`src/shared/asq_defs.vh`:
```
// Register map, field positions and reset values of the sequencer step registers.
`ifndef ASQ_DEFS_VH
`define ASQ_DEFS_VH
`define ASQ_STEP3_IDX      8'h93
`define ASQ_STEP4_IDX      8'h94
`define ASQ_STEP3_RST      16'h0003
`define ASQ_STEP4_RST      16'h0004
`define ASQ_EN_BIT         15
`define ASQ_GAIN_HI        14
`define ASQ_GAIN_LO        13
`define ASQ_NEG_BIT        4
`define ASQ_POS_HI         3
`define ASQ_POS_LO         0
`define ASQ_WR_MASK        16'hE01F
`define ASQ_NEG_AUTO       2'h2
`define ASQ_NEG_GND        2'h0
`define ASQ_NEG_IN7        2'h1
`endif

```
`src/design/asq_input_decode.v`:
```
// Decode of one step's gain and input fields into converter controls.
`default_nettype none
`include "asq_defs.vh"
module asq_input_decode (
   input  wire [15:0] i_cfg,
   output wire [2:0]  o_gain,
   output wire        o_pos_internal,
   output wire [2:0]  o_pos_external,
   output wire [2:0]  o_pos_source,
   output wire [1:0]  o_neg_select
);
   wire [1:0] gain_code;
   wire [3:0] pos_code;

   assign gain_code = i_cfg[`ASQ_GAIN_HI:`ASQ_GAIN_LO];
   assign pos_code  = i_cfg[`ASQ_POS_HI:`ASQ_POS_LO];

   // Gain one-hot: bit0 x1, bit1 x2, bit2 x4; codes 10b and 11b both give x4.
   assign o_gain = (gain_code == 2'h0) ? 3'h1 :
                   (gain_code == 2'h1) ? 3'h2 : 3'h4;

   assign o_pos_internal = pos_code[3];
   assign o_pos_external = pos_code[2:0];
   // Internal source index 0..7: temp, short, test DAC, analog/4, io/4, digital/2,
   // analog power/103, digital power/103.
   assign o_pos_source = pos_code[2:0];

   assign o_neg_select = pos_code[3] ? `ASQ_NEG_AUTO :
                         (i_cfg[`ASQ_NEG_BIT] ? `ASQ_NEG_IN7 : `ASQ_NEG_GND);
endmodule
`default_nettype wire

```
`src/design/asq_step_regs.v`:
```
// APB register slave for sequencer steps 3 and 4 with step-3 converter controls.
`default_nettype none
`include "asq_defs.vh"
// Function
// - Bit 15 enables step 3, resets 0.
// - Bits 14:13 gain 1, 2, 4, 4.
// - Bit 4 negative input ground or input 7.
// - Bits 3:0 codes 0-7 select external inputs.
// - Internal codes pick negative input automatically.
// - Codes 8-12 map internal sources.
// - Codes 13-15 map supply dividers.
// - Step 3 at 93h, resets 0003h.
// - Step 4 at 94h, resets 0004h.
// - Bits 12:5 reserved, read zero.
module asq_step_regs (
   input  wire        I_CLK,
   input  wire        I_RST_N,
   input  wire        I_PSEL,
   input  wire        I_PENABLE,
   input  wire        I_PWRITE,
   input  wire [11:0] I_PADDR,
   input  wire [31:0] I_PWDATA,
   input  wire [3:0]  I_PSTRB,
   output wire        O_PREADY,
   output reg  [31:0] O_PRDATA,
   output wire        O_PSLVERR,
   output reg         O_STEP3_ENABLE,
   output reg  [2:0]  O_STEP3_GAIN,
   output reg         O_STEP3_POS_INTERNAL,
   output reg  [2:0]  O_STEP3_POS_EXTERNAL,
   output reg  [2:0]  O_STEP3_POS_SOURCE,
   output reg  [1:0]  O_STEP3_NEG_SELECT,
   output wire [15:0] O_STEP4_CONFIG
);
   reg  [15:0] step3_ff;
   reg  [15:0] step4_ff;
   reg  [15:0] nxt_step3;
   reg  [15:0] nxt_step4;
   wire        wr_en;
   wire        hit3;
   wire        hit4;
   wire [15:0] strb_mask;
   wire [2:0]  dec_gain;
   wire        dec_internal;
   wire [2:0]  dec_external;
   wire [2:0]  dec_source;
   wire [1:0]  dec_neg;

   // Register offsets are word indices, so the byte address is four times the index.
   function hit_index;
      input [11:0] addr;
      input [7:0]  idx;
      begin
         hit_index = (addr == {2'h0, idx, 2'h0});
      end
   endfunction

   assign hit3      = hit_index(I_PADDR, `ASQ_STEP3_IDX);
   assign hit4      = hit_index(I_PADDR, `ASQ_STEP4_IDX);
   assign wr_en     = I_PSEL & I_PENABLE & I_PWRITE;
   assign strb_mask = {{8{I_PSTRB[1]}}, {8{I_PSTRB[0]}}};
   assign O_PREADY  = 1'b1;
   // Unmapped addresses answer with an error so software notices a bad pointer.
   assign O_PSLVERR = I_PSEL & I_PENABLE & ~(hit3 | hit4);
   assign O_STEP4_CONFIG = step4_ff;

   always @* begin
      nxt_step3 = step3_ff;
      nxt_step4 = step4_ff;
      if (wr_en && hit3) begin
         // Reserved bits are masked out so they never hold a one.
         nxt_step3 = (step3_ff & ~(strb_mask & `ASQ_WR_MASK)) |
                     (I_PWDATA[15:0] & strb_mask & `ASQ_WR_MASK);
      end
      if (wr_en && hit4) begin
         nxt_step4 = (step4_ff & ~(strb_mask & `ASQ_WR_MASK)) |
                     (I_PWDATA[15:0] & strb_mask & `ASQ_WR_MASK);
      end
   end

   always @(posedge I_CLK or negedge I_RST_N) begin
      if (!I_RST_N) begin
         step3_ff <= `ASQ_STEP3_RST;
         step4_ff <= `ASQ_STEP4_RST;
      end else begin
         step3_ff <= nxt_step3;
         step4_ff <= nxt_step4;
      end
   end

   always @(posedge I_CLK or negedge I_RST_N) begin
      if (!I_RST_N) begin
         O_PRDATA <= 32'h00000000;
      end else if (I_PSEL && !I_PENABLE && !I_PWRITE) begin
         if (hit3) begin
            O_PRDATA <= {16'h0000, step3_ff & `ASQ_WR_MASK};
         end else if (hit4) begin
            O_PRDATA <= {16'h0000, step4_ff & `ASQ_WR_MASK};
         end else begin
            O_PRDATA <= 32'h00000000;
         end
      end
   end

   asq_input_decode u_dec (
      .i_cfg          (step3_ff),
      .o_gain         (dec_gain),
      .o_pos_internal (dec_internal),
      .o_pos_external (dec_external),
      .o_pos_source   (dec_source),
      .o_neg_select   (dec_neg)
   );

   // A disabled step drives no selections so the sequencer skips it.
   always @(posedge I_CLK or negedge I_RST_N) begin
      if (!I_RST_N) begin
         O_STEP3_ENABLE       <= 1'b0;
         O_STEP3_GAIN         <= 3'h0;
         O_STEP3_POS_INTERNAL <= 1'b0;
         O_STEP3_POS_EXTERNAL <= 3'h0;
         O_STEP3_POS_SOURCE   <= 3'h0;
         O_STEP3_NEG_SELECT   <= 2'h0;
      end else begin
         O_STEP3_ENABLE <= step3_ff[`ASQ_EN_BIT];
         if (step3_ff[`ASQ_EN_BIT]) begin
            O_STEP3_GAIN         <= dec_gain;
            O_STEP3_POS_INTERNAL <= dec_internal;
            O_STEP3_POS_EXTERNAL <= dec_internal ? 3'h0 : dec_external;
            O_STEP3_POS_SOURCE   <= dec_internal ? dec_source : 3'h0;
            O_STEP3_NEG_SELECT   <= dec_neg;
         end else begin
            O_STEP3_GAIN         <= 3'h0;
            O_STEP3_POS_INTERNAL <= 1'b0;
            O_STEP3_POS_EXTERNAL <= 3'h0;
            O_STEP3_POS_SOURCE   <= 3'h0;
            O_STEP3_NEG_SELECT   <= 2'h0;
         end
      end
   end
endmodule
`default_nettype wire

```
`config.mk`:
```
export PLATFORM = sky130hd
export DESIGN_NAME = asq_step_regs
export DESIGN_NICKNAME = d
export VERILOG_FILES = /design/src/design/asq_input_decode.v /design/src/design/asq_step_regs.v
export VERILOG_INCLUDE_DIRS = /design/src /design/src/shared
export SDC_FILE = /design/constraint.sdc
export NUM_CORES = 1
export LEC_CHECK = 0
export BUFFER_PORTS_ARGS = -buffer_cell sky130_fd_sc_hd__buf_2
export CELL_PAD_IN_SITES_DETAIL_PLACEMENT = 0
export CELL_PAD_IN_SITES_GLOBAL_PLACEMENT = 2
export CORE_MARGIN = 2
export CORE_UTILIZATION = 25
export CTS_BUF_LIST = sky130_fd_sc_hd__clkbuf_4 sky130_fd_sc_hd__clkbuf_8 sky130_fd_sc_hd__clkbuf_16
export CTS_CLUSTER_DIAMETER = 50
export DETAILED_ROUTE_END_ITERATION = 6
export GPL_ROUTABILITY_DRIVEN = 0
export HOLD_SLACK_MARGIN = 0.05
export MAX_ROUTING_LAYER = met4
export PLACE_DENSITY = 0.95
export SLEW_MARGIN = 20
export SYNTH_ARGS = -nofsm -noshare
export SYNTH_HDL_FRONTEND = slang
export SYNTH_SLANG_ARGS = --single-unit
```
`constraint.sdc`:
```
create_clock -name I_CLK -period 2.51 [get_ports I_CLK]
set_input_delay 0.3765 -clock I_CLK [delete_from_list [all_inputs] [get_ports I_CLK]]
set_output_delay 0.3765 -clock I_CLK [all_outputs]
set_load 0.02 [all_outputs]
```
# After elaboration in Yosys (flattened, before gate mapping)

Cells that the tools add are included.

Register bits after elaboration: 77
Bits of input ports: 53
Output and inout port bits: 63
Logic and storage cells: 43

Equality and inequality tests: 3
Muxes and demuxes: 13
Bitwise operators: 11
Reductions and logical operators: 7

Operator list:

| cell                 | number |
|---|---|
| $and 16x16->16       | 3 |
| $mux 32              | 1 |
| $or 16x16->16        | 2 |
| $eq 12x10->1 const B | 2 |
| $mux 3               | 7 |
| $mux 16              | 1 |
| $not 16->16          | 1 |
| $logic_and 1x1->1    | 4 |
| $mux 2               | 2 |
| $and 1x1->1          | 3 |
| $eq 2x1->1 const B   | 1 |
| $logic_not 1->1      | 2 |
| $logic_not 2->1      | 1 |
| $mux 1               | 2 |
| $not 1->1            | 1 |
| $or 1x1->1           | 1 |

# Longest topological paths before layout

Gate-level depths: netlist of run 1.

Depth in word-level cells: 4
Gate-level depth with buffers: 4
Mapped depth without buffers: 3

# Modules after synthesis

Synthesis of run 1 repeated with hierarchy kept, for this count alone.

Cell total of the unflattened synthesis: 163
Area, all modules: 1864.3 um2

Modules (own cells, without submodules):

| module           | instances | cells an instance | area each (um2) | seq. area each (um2) |
|---|---|---|---|---|
| asq_step_regs    | 1         | 151               | 1784.2          | 929.6 |
| asq_input_decode | 1         | 12                | 80.1            | 0.0 |

# Worst setup path after synthesis of run 1

Ideal clock, no wire load.

Path type: input to output
Start point: input port I_PADDR[1]
End point: output port O_PSLVERR
Arrival: 1179 ps
Data required time: 2134 ps
Setup slack: 954 ps
Cell stages on the path: 3
Buffers on the path: 0
Cells stage by stage: nor4b_4 > o211ai_1 > and3_1

Longest elaborated chain between the ends: 4
Elaborated cells on any way between the ends: 5
Classes of those cells: eq/ne (2); bitwise (3)

RTL lines:

| item            | line               | source |
|---|---|---|
| start, declared | asq_step_regs.v:21 | `input wire [11:0] I_PADDR,` |
| $eq 12x10->1    | asq_step_regs.v:54 | `hit_index = (addr == {2'h0, idx, 2'h0});` |
| $or 1x1->1 *    | asq_step_regs.v:64 | `assign O_PSLVERR = I_PSEL & I_PENABLE & ~(hit3 \| hit4);` |
| $not 1->1 *     | asq_step_regs.v:64 |  |
| $and 1x1->1 *   | asq_step_regs.v:64 |  |
| end, declared   | asq_step_regs.v:26 | `output wire O_PSLVERR,` |

Every way passes the cells marked *; elsewhere a longest branch is shown, timed or not.

# Final worst setup path of run 1

Start point: input port I_PADDR[3]
End point: output port O_PSLVERR

The elaborated chain is that of the path after synthesis.

==> impl_metrics.yaml, run 1 <==
global_routing:
  grt.met3_usage: 0.0237
  antenna_found_initial: 0
  grt_max_degree: 37
  grt_pass1_vias: 1072
  grt_use_met1: 0.120
  overflow: 0
  grt_pass1_wl_microns: 5320
  grt_usage: 0.0976
  busiest_layer: "met2"
  use_met2: 0.147
sta:
  rsz0062_at_grt: "false"
  hold_slack_ns: 0.168
  min_period_over_period: 0.733
  finClkSkew_ns: 0.00495
  hold_viol: 0
  final_max_slew_viol_count: 0
  worst_pin_slew_ns: 0.776
  slew_headroom: 0.483
  final.setup.tns_ns: 0
  fin_crit_ns: 1.84
  setup_viol: 0
  fmaxAchievable_mhz: 543
clocking:
  clkLatencyLatePin_ns: 0.28
  numCtsBuffers: 5
  htreeDepth: 2
  clockBufferDepth: 2
  cts.sinks: 36
  hold_buffers: 0
  clockRootBuffer: "clkbuf_8"
  clk_pin_slew_ns: 0.07
  post-cts-setup-buffers: 0
  cts_tree: "built"
  ctsResizeCount: 0
drt:
  dr.pass1.iters: 4
  wirelength_microns: 3490
  wl_per_cell_microns: 12.1
  vias: 1183
  viasPerCell: 4.11
  final_antenna_net_count: 0
  drc: 0
  first_iter_violations: 10
die:
  rows: 30
  dieWidth_microns: 87.4
  coreArea_sq_um: 6760
  ios: 116
  dieArea_sq_um: 7640
  die_height_microns: 87.4
  start_util: 0.258
logic_synthesis:
  syn_area_sq_um: 1740
  ys_types: 22
  synth_warnings: 0
  ys_ff_latch: 36
  synth.avg_cell_area_sq_um: 11.7
  seq_area_frac_synth: 0.520
  syn_inst: 149
worst_setup_path:
  cp_max_fo: 4
  endpoint_kind: "output pin"
  critical-path-max-stage-delay_ns: 0.46
  critPathSlowestCell: "nor4b_2"
  cp_top_family: "simple AND/OR/NAND/NOR gates"
  path_buf_inv: 2
  cp_data_required_time_ns: 2.13
  arrival_ns: 1.46
  cp-start-kind: "input pin"
  cpMostUsedCell: "buf_2"
  worstSetupPathType: "input pin to output pin"
  crit_chain: "buf_2 > nor4b_2 > o211ai_1 > and3_1 > buf_2"
layout:
  syn_to_final_growth_pct: 19.8
  nets: 260
  antenna_cells: 0
  drive_gt1_frac: 0.409
  final_cells: 288
placement:
  io_buffers: 56
  place_inst: 280
  dpl.hpwl_microns: 2760
power_and_ir_drop:
  power.density_nw_per_um2: 565
  ir_drop_mv: 0.274
  p_leak_nw: 1.11
flow_run:
  drv_cap: 0
status:
  status: "completed"
hold_path:
  hp-class: "input pin to asynchronous set/reset pin"
==> path summary, 6_finish.rpt <==
path,startpoint,end,slack (ns),depth (start not counted)
worst max-delay path,I_PADDR[3],O_PSLVERR,0.67,5
worst min-delay path,I_RST_N,O_STEP3_GAIN[2],0.17,1
worst max register to register,flip-flop,O_PRDATA[15],1.54,2
worst min register to register,flip-flop,O_STEP3_ENABLE,0.40,0
max in group asynchronous,I_RST_N,O_STEP3_POS_EXTERNAL[1],1.85,1
min in group I_CLK,I_PWDATA[1],flip-flop,0.32,2
==> cell usage in the layout (no fill, tap or decap), types with 2 or more instances in the layout <==
master    synthesis  final
and4_1            2      2
clkbuf_8          0      5
nand4_1           4      4
mux2_2           11     11
inv_1            16     16
nand4_2           2      2
nand2_1           8      8
buf_2             0     56
mux2_1            5      5
o221ai_1          8      8
dfrtp_1          33     33
dfstp_2           3      3
nor2_1            2      2
nor3_1            9      9
nor4b_4           2      2
conb_1            2     33
==> layer usage <==
| metal | vias to the layer above | routed length (microns) |
|---|---|---|
| met2 | 56 | 1620 |
| met5 | - | 0 |
| met4 | 0 | 83 |
| li1 | 559 | - |
| met1 | 560 | 1540 |
| met3 | 8 | 240 |
==> through the flow <==
stage | cell area, sq um | setup WS [ns] | power (mW) | util
after floorplan | 1860 | 0.954 | 0.686 | -
after CTS | 2090 | 0.668 | 1.19 | 0.309
after global placement | 1970 | 0.584 | 0.686 | 0.292
final | 2090 | 0.669 | 1.18 | 0.309
after detailed placement | 1970 | 0.566 | 0.687 | 0.292
after global routing | 2090 | 0.579 | 1.23 | 0.309
==> worst register-to-register path: cells and delay by family, from the launching register on <==
kind	cells	cell delay [ns]
flip-flops	1	0.39
buffers and inverters	1	0.27
AO/OA/AOI/OAI	1	0.17
==> power by group <==
group / switching (mW) / internal [mW] / leakage [nW] / total [mW]
combinational: 0.0735 / 0.0214 / 0.561 / 0.0949
clock: 0.199 / 0.305 / 0.0586 / 0.504
sequential: 0.000132 / 0.580 / 0.492 / 0.580
==> cells in the mapped netlist <==
cell,number,share of area
nand4_1,4,0.014
nor4b_4,2,0.027
mux2_2,11,0.071
o211ai_1,1,0.0043
and4_1,2,0.010
nand4_2,2,0.014
and4bb_2,1,0.0072
mux2_1,5,0.032
buf_4,34,0.15
and3_1,1,0.0036
nor3_1,9,0.026
nor4b_2,1,0.0086
dfstp_2,3,0.045
dfrtp_1,33,0.47
nand2_1,8,0.017
or3b_2,1,0.0050
o221ai_1,8,0.040
inv_1,16,0.035
nor3b_1,1,0.0043
clkbuf_1,2,0.0043
nor2_1,2,0.0043
conb_1,2,0.0043
==> cells by family (layout without fill, tap and decap cells) <==
family                 Yosys count  in the layout  share of synthesized area
AOI/OAI and AO/OA                9              9                     0.0446
and+or+nand+nor                 34             34                      0.142
buffers and inverters           52             80                      0.185
DFF                             36             36                      0.520
other                            2             33                    0.00432
muxes                           16             16                      0.104
==> layout make-up <==
type                    count  area [sq um]
clock buffers               6          76.3
clock inverters             2          35.0
fillers                   723          4670
inverters                  16          60.1
multi-input cells          92           629
flip-flops and latches     36           905
well taps                  80           100
repair buffers             56           280
Power figures use the tool's default switching activity.
==> inputs of run 2 (changes only) <==
CORE_UTILIZATION = 23   (was 25)
PLACE_DENSITY = 0.89   (was 0.95)
clock period = 1.9 ns   (was 2.51 ns; I/O delays follow)
==> run 2 against run 1 <==
Compared with the run above:
- critical path depth unchanged
- clock-buffer cell count up 2
- clock power up 12%
- core utilization down 1.9 points
- worst hold slack worse by 0.083 ns
- wire length up 4.0%
- via count up 2.3%
- register-to-register slack worse by 0.65 ns
- design area up 1.2%
- setup slack worse by 0.42 ns
- critical endpoint unchanged
- largest power group unchanged
- highest routed layer unchanged
==> impl_metrics.yaml, run 2 (synthesized netlist as in run 1, its figures left out) <==
status:
  status: "completed"
die:
  die_height_microns: 91.0
  start_util: 0.239
  dieArea_sq_um: 8280
  ios: 116
  coreArea_sq_um: 7290
  dieWidth_microns: 91.0
  rows: 31
worst_setup_path:
  path_buf_inv: 2
  cp.depth: 5
  cp_max_fo: 7
  rr_worst_depth: 2
  crit_chain: "buf_2 > nor4b_4 > o211ai_1 > and3_1 > buf_2"
  startpoint: "I_PADDR[8]"
  cp_data_required_time_ns: 1.62
  crit_end: "O_PSLVERR"
  arrival_ns: 1.37
  cp-start-kind: "input pin"
  cp_top_family: "simple AND/OR/NAND/NOR gates"
  cpMostUsedCell: "buf_2"
  worstSetupPathType: "input pin to output pin"
  critPathSlowestCell: "nor4b_4"
  endpoint_kind: "output pin"
  critical-path-max-stage-delay_ns: 0.46
  reg2reg_slack_ns: 0.89
  rr_endpoint: "O_PRDATA[15]"
hold_path:
  hp-class: "input pin to asynchronous set/reset pin"
layout:
  drive_gt1_frac: 0.414
  final_common_cell: "buf_2"
  fin_util: 0.289
  final_cells: 309
  nets: 262
  syn_to_final_growth_pct: 21.3
  fillers: 800
  fin_area_sq_um: 2110
  antenna_cells: 0
  mostFrequentLayoutCells: "56 x buf_2, 33 x dfrtp_1, 33 x conb_1, 16 x inv_1, 11 x mux2_2"
global_routing:
  grt_usage: 0.0901
  overflow: 0
  antenna_found_initial: 0
  grt_max_degree: 37
  grt_pass1_vias: 1052
  grt_pass1_wl_microns: 5520
sta:
  worst_pin_slew_ns: 0.781
  final.setup.tns_ns: 0
  slew_headroom: 0.479
  layout_setup_ws_ns: 0.244
  fin_crit_ns: 1.66
  fmaxAchievable_mhz: 604
  min_period_over_period: 0.871
  finClkSkew_ns: 0.00307
  final_max_slew_viol_count: 0
  rsz0062_at_grt: "false"
  setup_viol: 0
  hold_viol: 0
clocking:
  ctsResizeCount: 0
  hold_buffers: 0
  clockRootBuffer: "clkbuf_8"
  cts_tree: "built"
  cts.sinks: 36
  clkLatencyLatePin_ns: 0.28
  clk_pin_slew_ns: 0.06
  post-cts-setup-buffers: 0
  htreeDepth: 2
  numCtsBuffers: 5
  clockBufferDepth: 2
drt:
  dr_wl_met3_microns: 327
  drc: 0
  met1_length_microns: 1520
  wl_met2_microns: 1710
  wirelength_microns: 3630
  top_layer: "met4"
  first_iter_violations: 42
  wl_per_cell_microns: 11.7
  dr.pass1.iters: 4
  final_antenna_net_count: 0
  vias: 1210
  viasPerCell: 3.92
placement:
  dpl.hpwl_microns: 2830
  dp_slack_ns: 0.153
  place_area_sq_um: 2010
  place_inst: 301
  io_buffers: 56
power_and_ir_drop:
  ir_drop_mv: 0.240
  p_leak_nw: 1.11
  power.density_nw_per_um2: 689
flow_run:
  drv_cap: 0
[run 2: changes by cell type in the layout (fill, tap and decap cells not counted), sizes merged]
cell,change
buf,+2
bufinv,-1
clkbuf,+2
clkinv,-1
[run 2: per-layer routing]
layer | GRT usage | up-vias
met5 | - | -
met4 | 0.0417 | 0
met3 | 0.0257 | 6
met2 | 0.137 | 69
met1 | 0.111 | 569
li1 | - | 566
[run 2: power breakdown]
group | total [mW] | leakage [nW] | switching [mW] | internal, mW
clock | 0.562 | 0.0523 | 0.238 | 0.324
sequential | 0.767 | 0.492 | 0.000176 | 0.767
combinational | 0.126 | 0.569 | 0.0973 | 0.0283
[run 2: cell type report]
cell class	count	area [sq um]	share of cell area
Clock buffer	8	97.6	0.0462
Tap cell	99	124	0.0587
Sequential cell	36	905	0.429
Inverter	16	60.1	0.0285
Timing Repair Buffer	58	295	0.140
Multi-Input combinational cell	92	629	0.298
[run 2: worst min-delay path by stage]
stage | cells past startpoint | end | slack, ns
floorplan | 0 | O_PRDATA[0] | -0.01
global placement | 0 | O_STEP3_ENABLE | 0.39
detailed placement | 0 | O_STEP3_ENABLE | 0.39
CTS | 1 | asynchronous set/reset pin | 0.10
global route | 1 | O_STEP3_GAIN[1] | 0.14
finish | 1 | O_STEP3_GAIN[1] | 0.09
[run 2: metrics by stage]
stage / hold slack, ns / power, mW
3_3_place_gp: 0.386 / 0.906
4_1_cts: 0.101 / 1.48
5_1_grt: 0.142 / 1.52
2_1_floorplan: -0.0106 / 0.906
6_report: 0.0853 / 1.45
3_5_place_dp: 0.388 / 0.908
==> inputs of run 3 (changes only) <==
CTS_BUF_LIST = unset   (was sky130_fd_sc_hd__clkbuf_4 sky130_fd_sc_hd__clkbuf_8 sky130_fd_sc_hd__clkbuf_16)
==> run 3 against run 2 <==
Compared with the run above:
- combinational power barely moved
- maximum frequency did not move
- final cell count unchanged
- non-clock buffer count is the same
- core utilization fell by 0.10 points
- die area stayed put
- largest cell class unchanged
==> impl_metrics.yaml, run 3 (synthesized netlist as in run 1, its figures left out) <==
status:
  status: "completed"
drt:
  drc: 0
  viasPerCell: 3.91
  vias: 1207
  dr.pass1.iters: 4
  final_antenna_net_count: 0
  first_iter_violations: 38
  wl_per_cell_microns: 11.8
  wirelength_microns: 3660
global_routing:
  grt_usage: 0.0909
  grt_pass1_vias: 1058
  grt_pass1_wl_microns: 5560
  grt_max_degree: 37
  antenna_found_initial: 0
  overflow: 0
layout:
  mostFrequentLayoutCells: "56 x buf_2, 33 x dfrtp_1, 33 x conb_1, 16 x inv_1, 11 x mux2_2"
  fin_area_sq_um: 2100
  final_cells: 309
  fin_util: 0.288
  syn_to_final_growth_pct: 20.8
  nets: 262
  fillers: 804
  antenna_cells: 0
  final_common_cell: "buf_2"
  drive_gt1_frac: 0.405
clocking:
  clkLatencyLatePin_ns: 0.28
  clockBufferDepth: 2
  clockRootBuffer: "clkbuf_8"
  ctsResizeCount: 0
  cts_tree: "built"
  htreeDepth: 2
  clk_pin_slew_ns: 0.07
  cts.sinks: 36
  post-cts-setup-buffers: 0
  numCtsBuffers: 5
  hold_buffers: 0
die:
  dieWidth_microns: 91.0
  die_height_microns: 91.0
  start_util: 0.239
  ios: 116
  dieArea_sq_um: 8280
  rows: 31
  coreArea_sq_um: 7290
sta:
  layout_setup_ws_ns: 0.244
  final_max_slew_viol_count: 0
  slew_headroom: 0.481
  rsz0062_at_grt: "false"
  fin_crit_ns: 1.66
  min_period_over_period: 0.871
  finClkSkew_ns: 0.00457
  setup_viol: 0
  final.setup.tns_ns: 0
  fmaxAchievable_mhz: 604
  worst_pin_slew_ns: 0.778
  hold_viol: 0
worst_setup_path:
  cp-start-kind: "input pin"
  path_buf_inv: 2
  cpMostUsedCell: "buf_2"
  cp_data_required_time_ns: 1.62
  endpoint_kind: "output pin"
  arrival_ns: 1.37
  critical-path-max-stage-delay_ns: 0.46
  cp_top_family: "simple AND/OR/NAND/NOR gates"
  cp_max_fo: 7
  worstSetupPathType: "input pin to output pin"
  crit_chain: "buf_2 > nor4b_4 > o211ai_1 > and3_1 > buf_2"
  critPathSlowestCell: "nor4b_4"
placement:
  dpl.hpwl_microns: 2830
  io_buffers: 56
  dp_slack_ns: 0.153
  place_area_sq_um: 2010
  place_inst: 301
hold_path:
  hp-class: "input pin to asynchronous set/reset pin"
flow_run:
  drv_cap: 0
power_and_ir_drop:
  p_leak_nw: 1.11
  ir_drop_mv: 0.241
  power.density_nw_per_um2: 681
[run 3: final timing paths]
check | end | cells past startpoint | slack [ns] | startpoint
max | O_PSLVERR | 5 | 0.24 | I_PADDR[8]
min | O_STEP3_GAIN[1] | 1 | 0.08 | I_RST_N
max reg2reg | O_PRDATA[15] | 2 | 0.90 | flip-flop
min reg2reg | O_STEP3_ENABLE | 0 | 0.40 | flip-flop
max in group asynchronous | O_PRDATA[0] | 1 | 1.32 | I_RST_N
min in group I_CLK | flip-flop | 2 | 0.23 | I_PWDATA[15]
[run 3: power breakdown]
part	internal, mW	leakage (nW)	switching (mW)
Combinational	0.0283	0.569	0.0973
Clock	0.295	0.0455	0.243
Sequential	0.767	0.492	0.000176
[run 3: through the flow]
step	hold WS, ns	power (mW)
2_1_floorplan	-0.0106	0.906
3_3_place_gp	0.386	0.906
3_5_place_dp	0.388	0.908
4_1_cts	0.101	1.45
5_1_grt	0.142	1.50
6_report	0.0800	1.43
[run 3: area by class of cell]
class                           instances  area [sq um]  area share
Sequential cell                        36           905       0.430
Tap cell                               99           124      0.0589
Inverter                               16          60.1      0.0286
Clock buffer                            8          90.1      0.0428
Multi-Input combinational cell         92           629       0.299
Timing Repair Buffer                   58           295       0.140
[run 3: worst register-to-register path, stage by stage (launching register included)]
cell	delay, ns
dfrtp_1	0.39
inv_1	0.30
o221ai_1	0.18
[run 3: metal layers]
metal	GRT usage	up-vias	share of wire
li1	-	562	-
met1	0.111	565	0.41
met2	0.140	76	0.47
met3	0.0257	4	0.099
met4	0.0417	0	0.015
met5	-	-	0
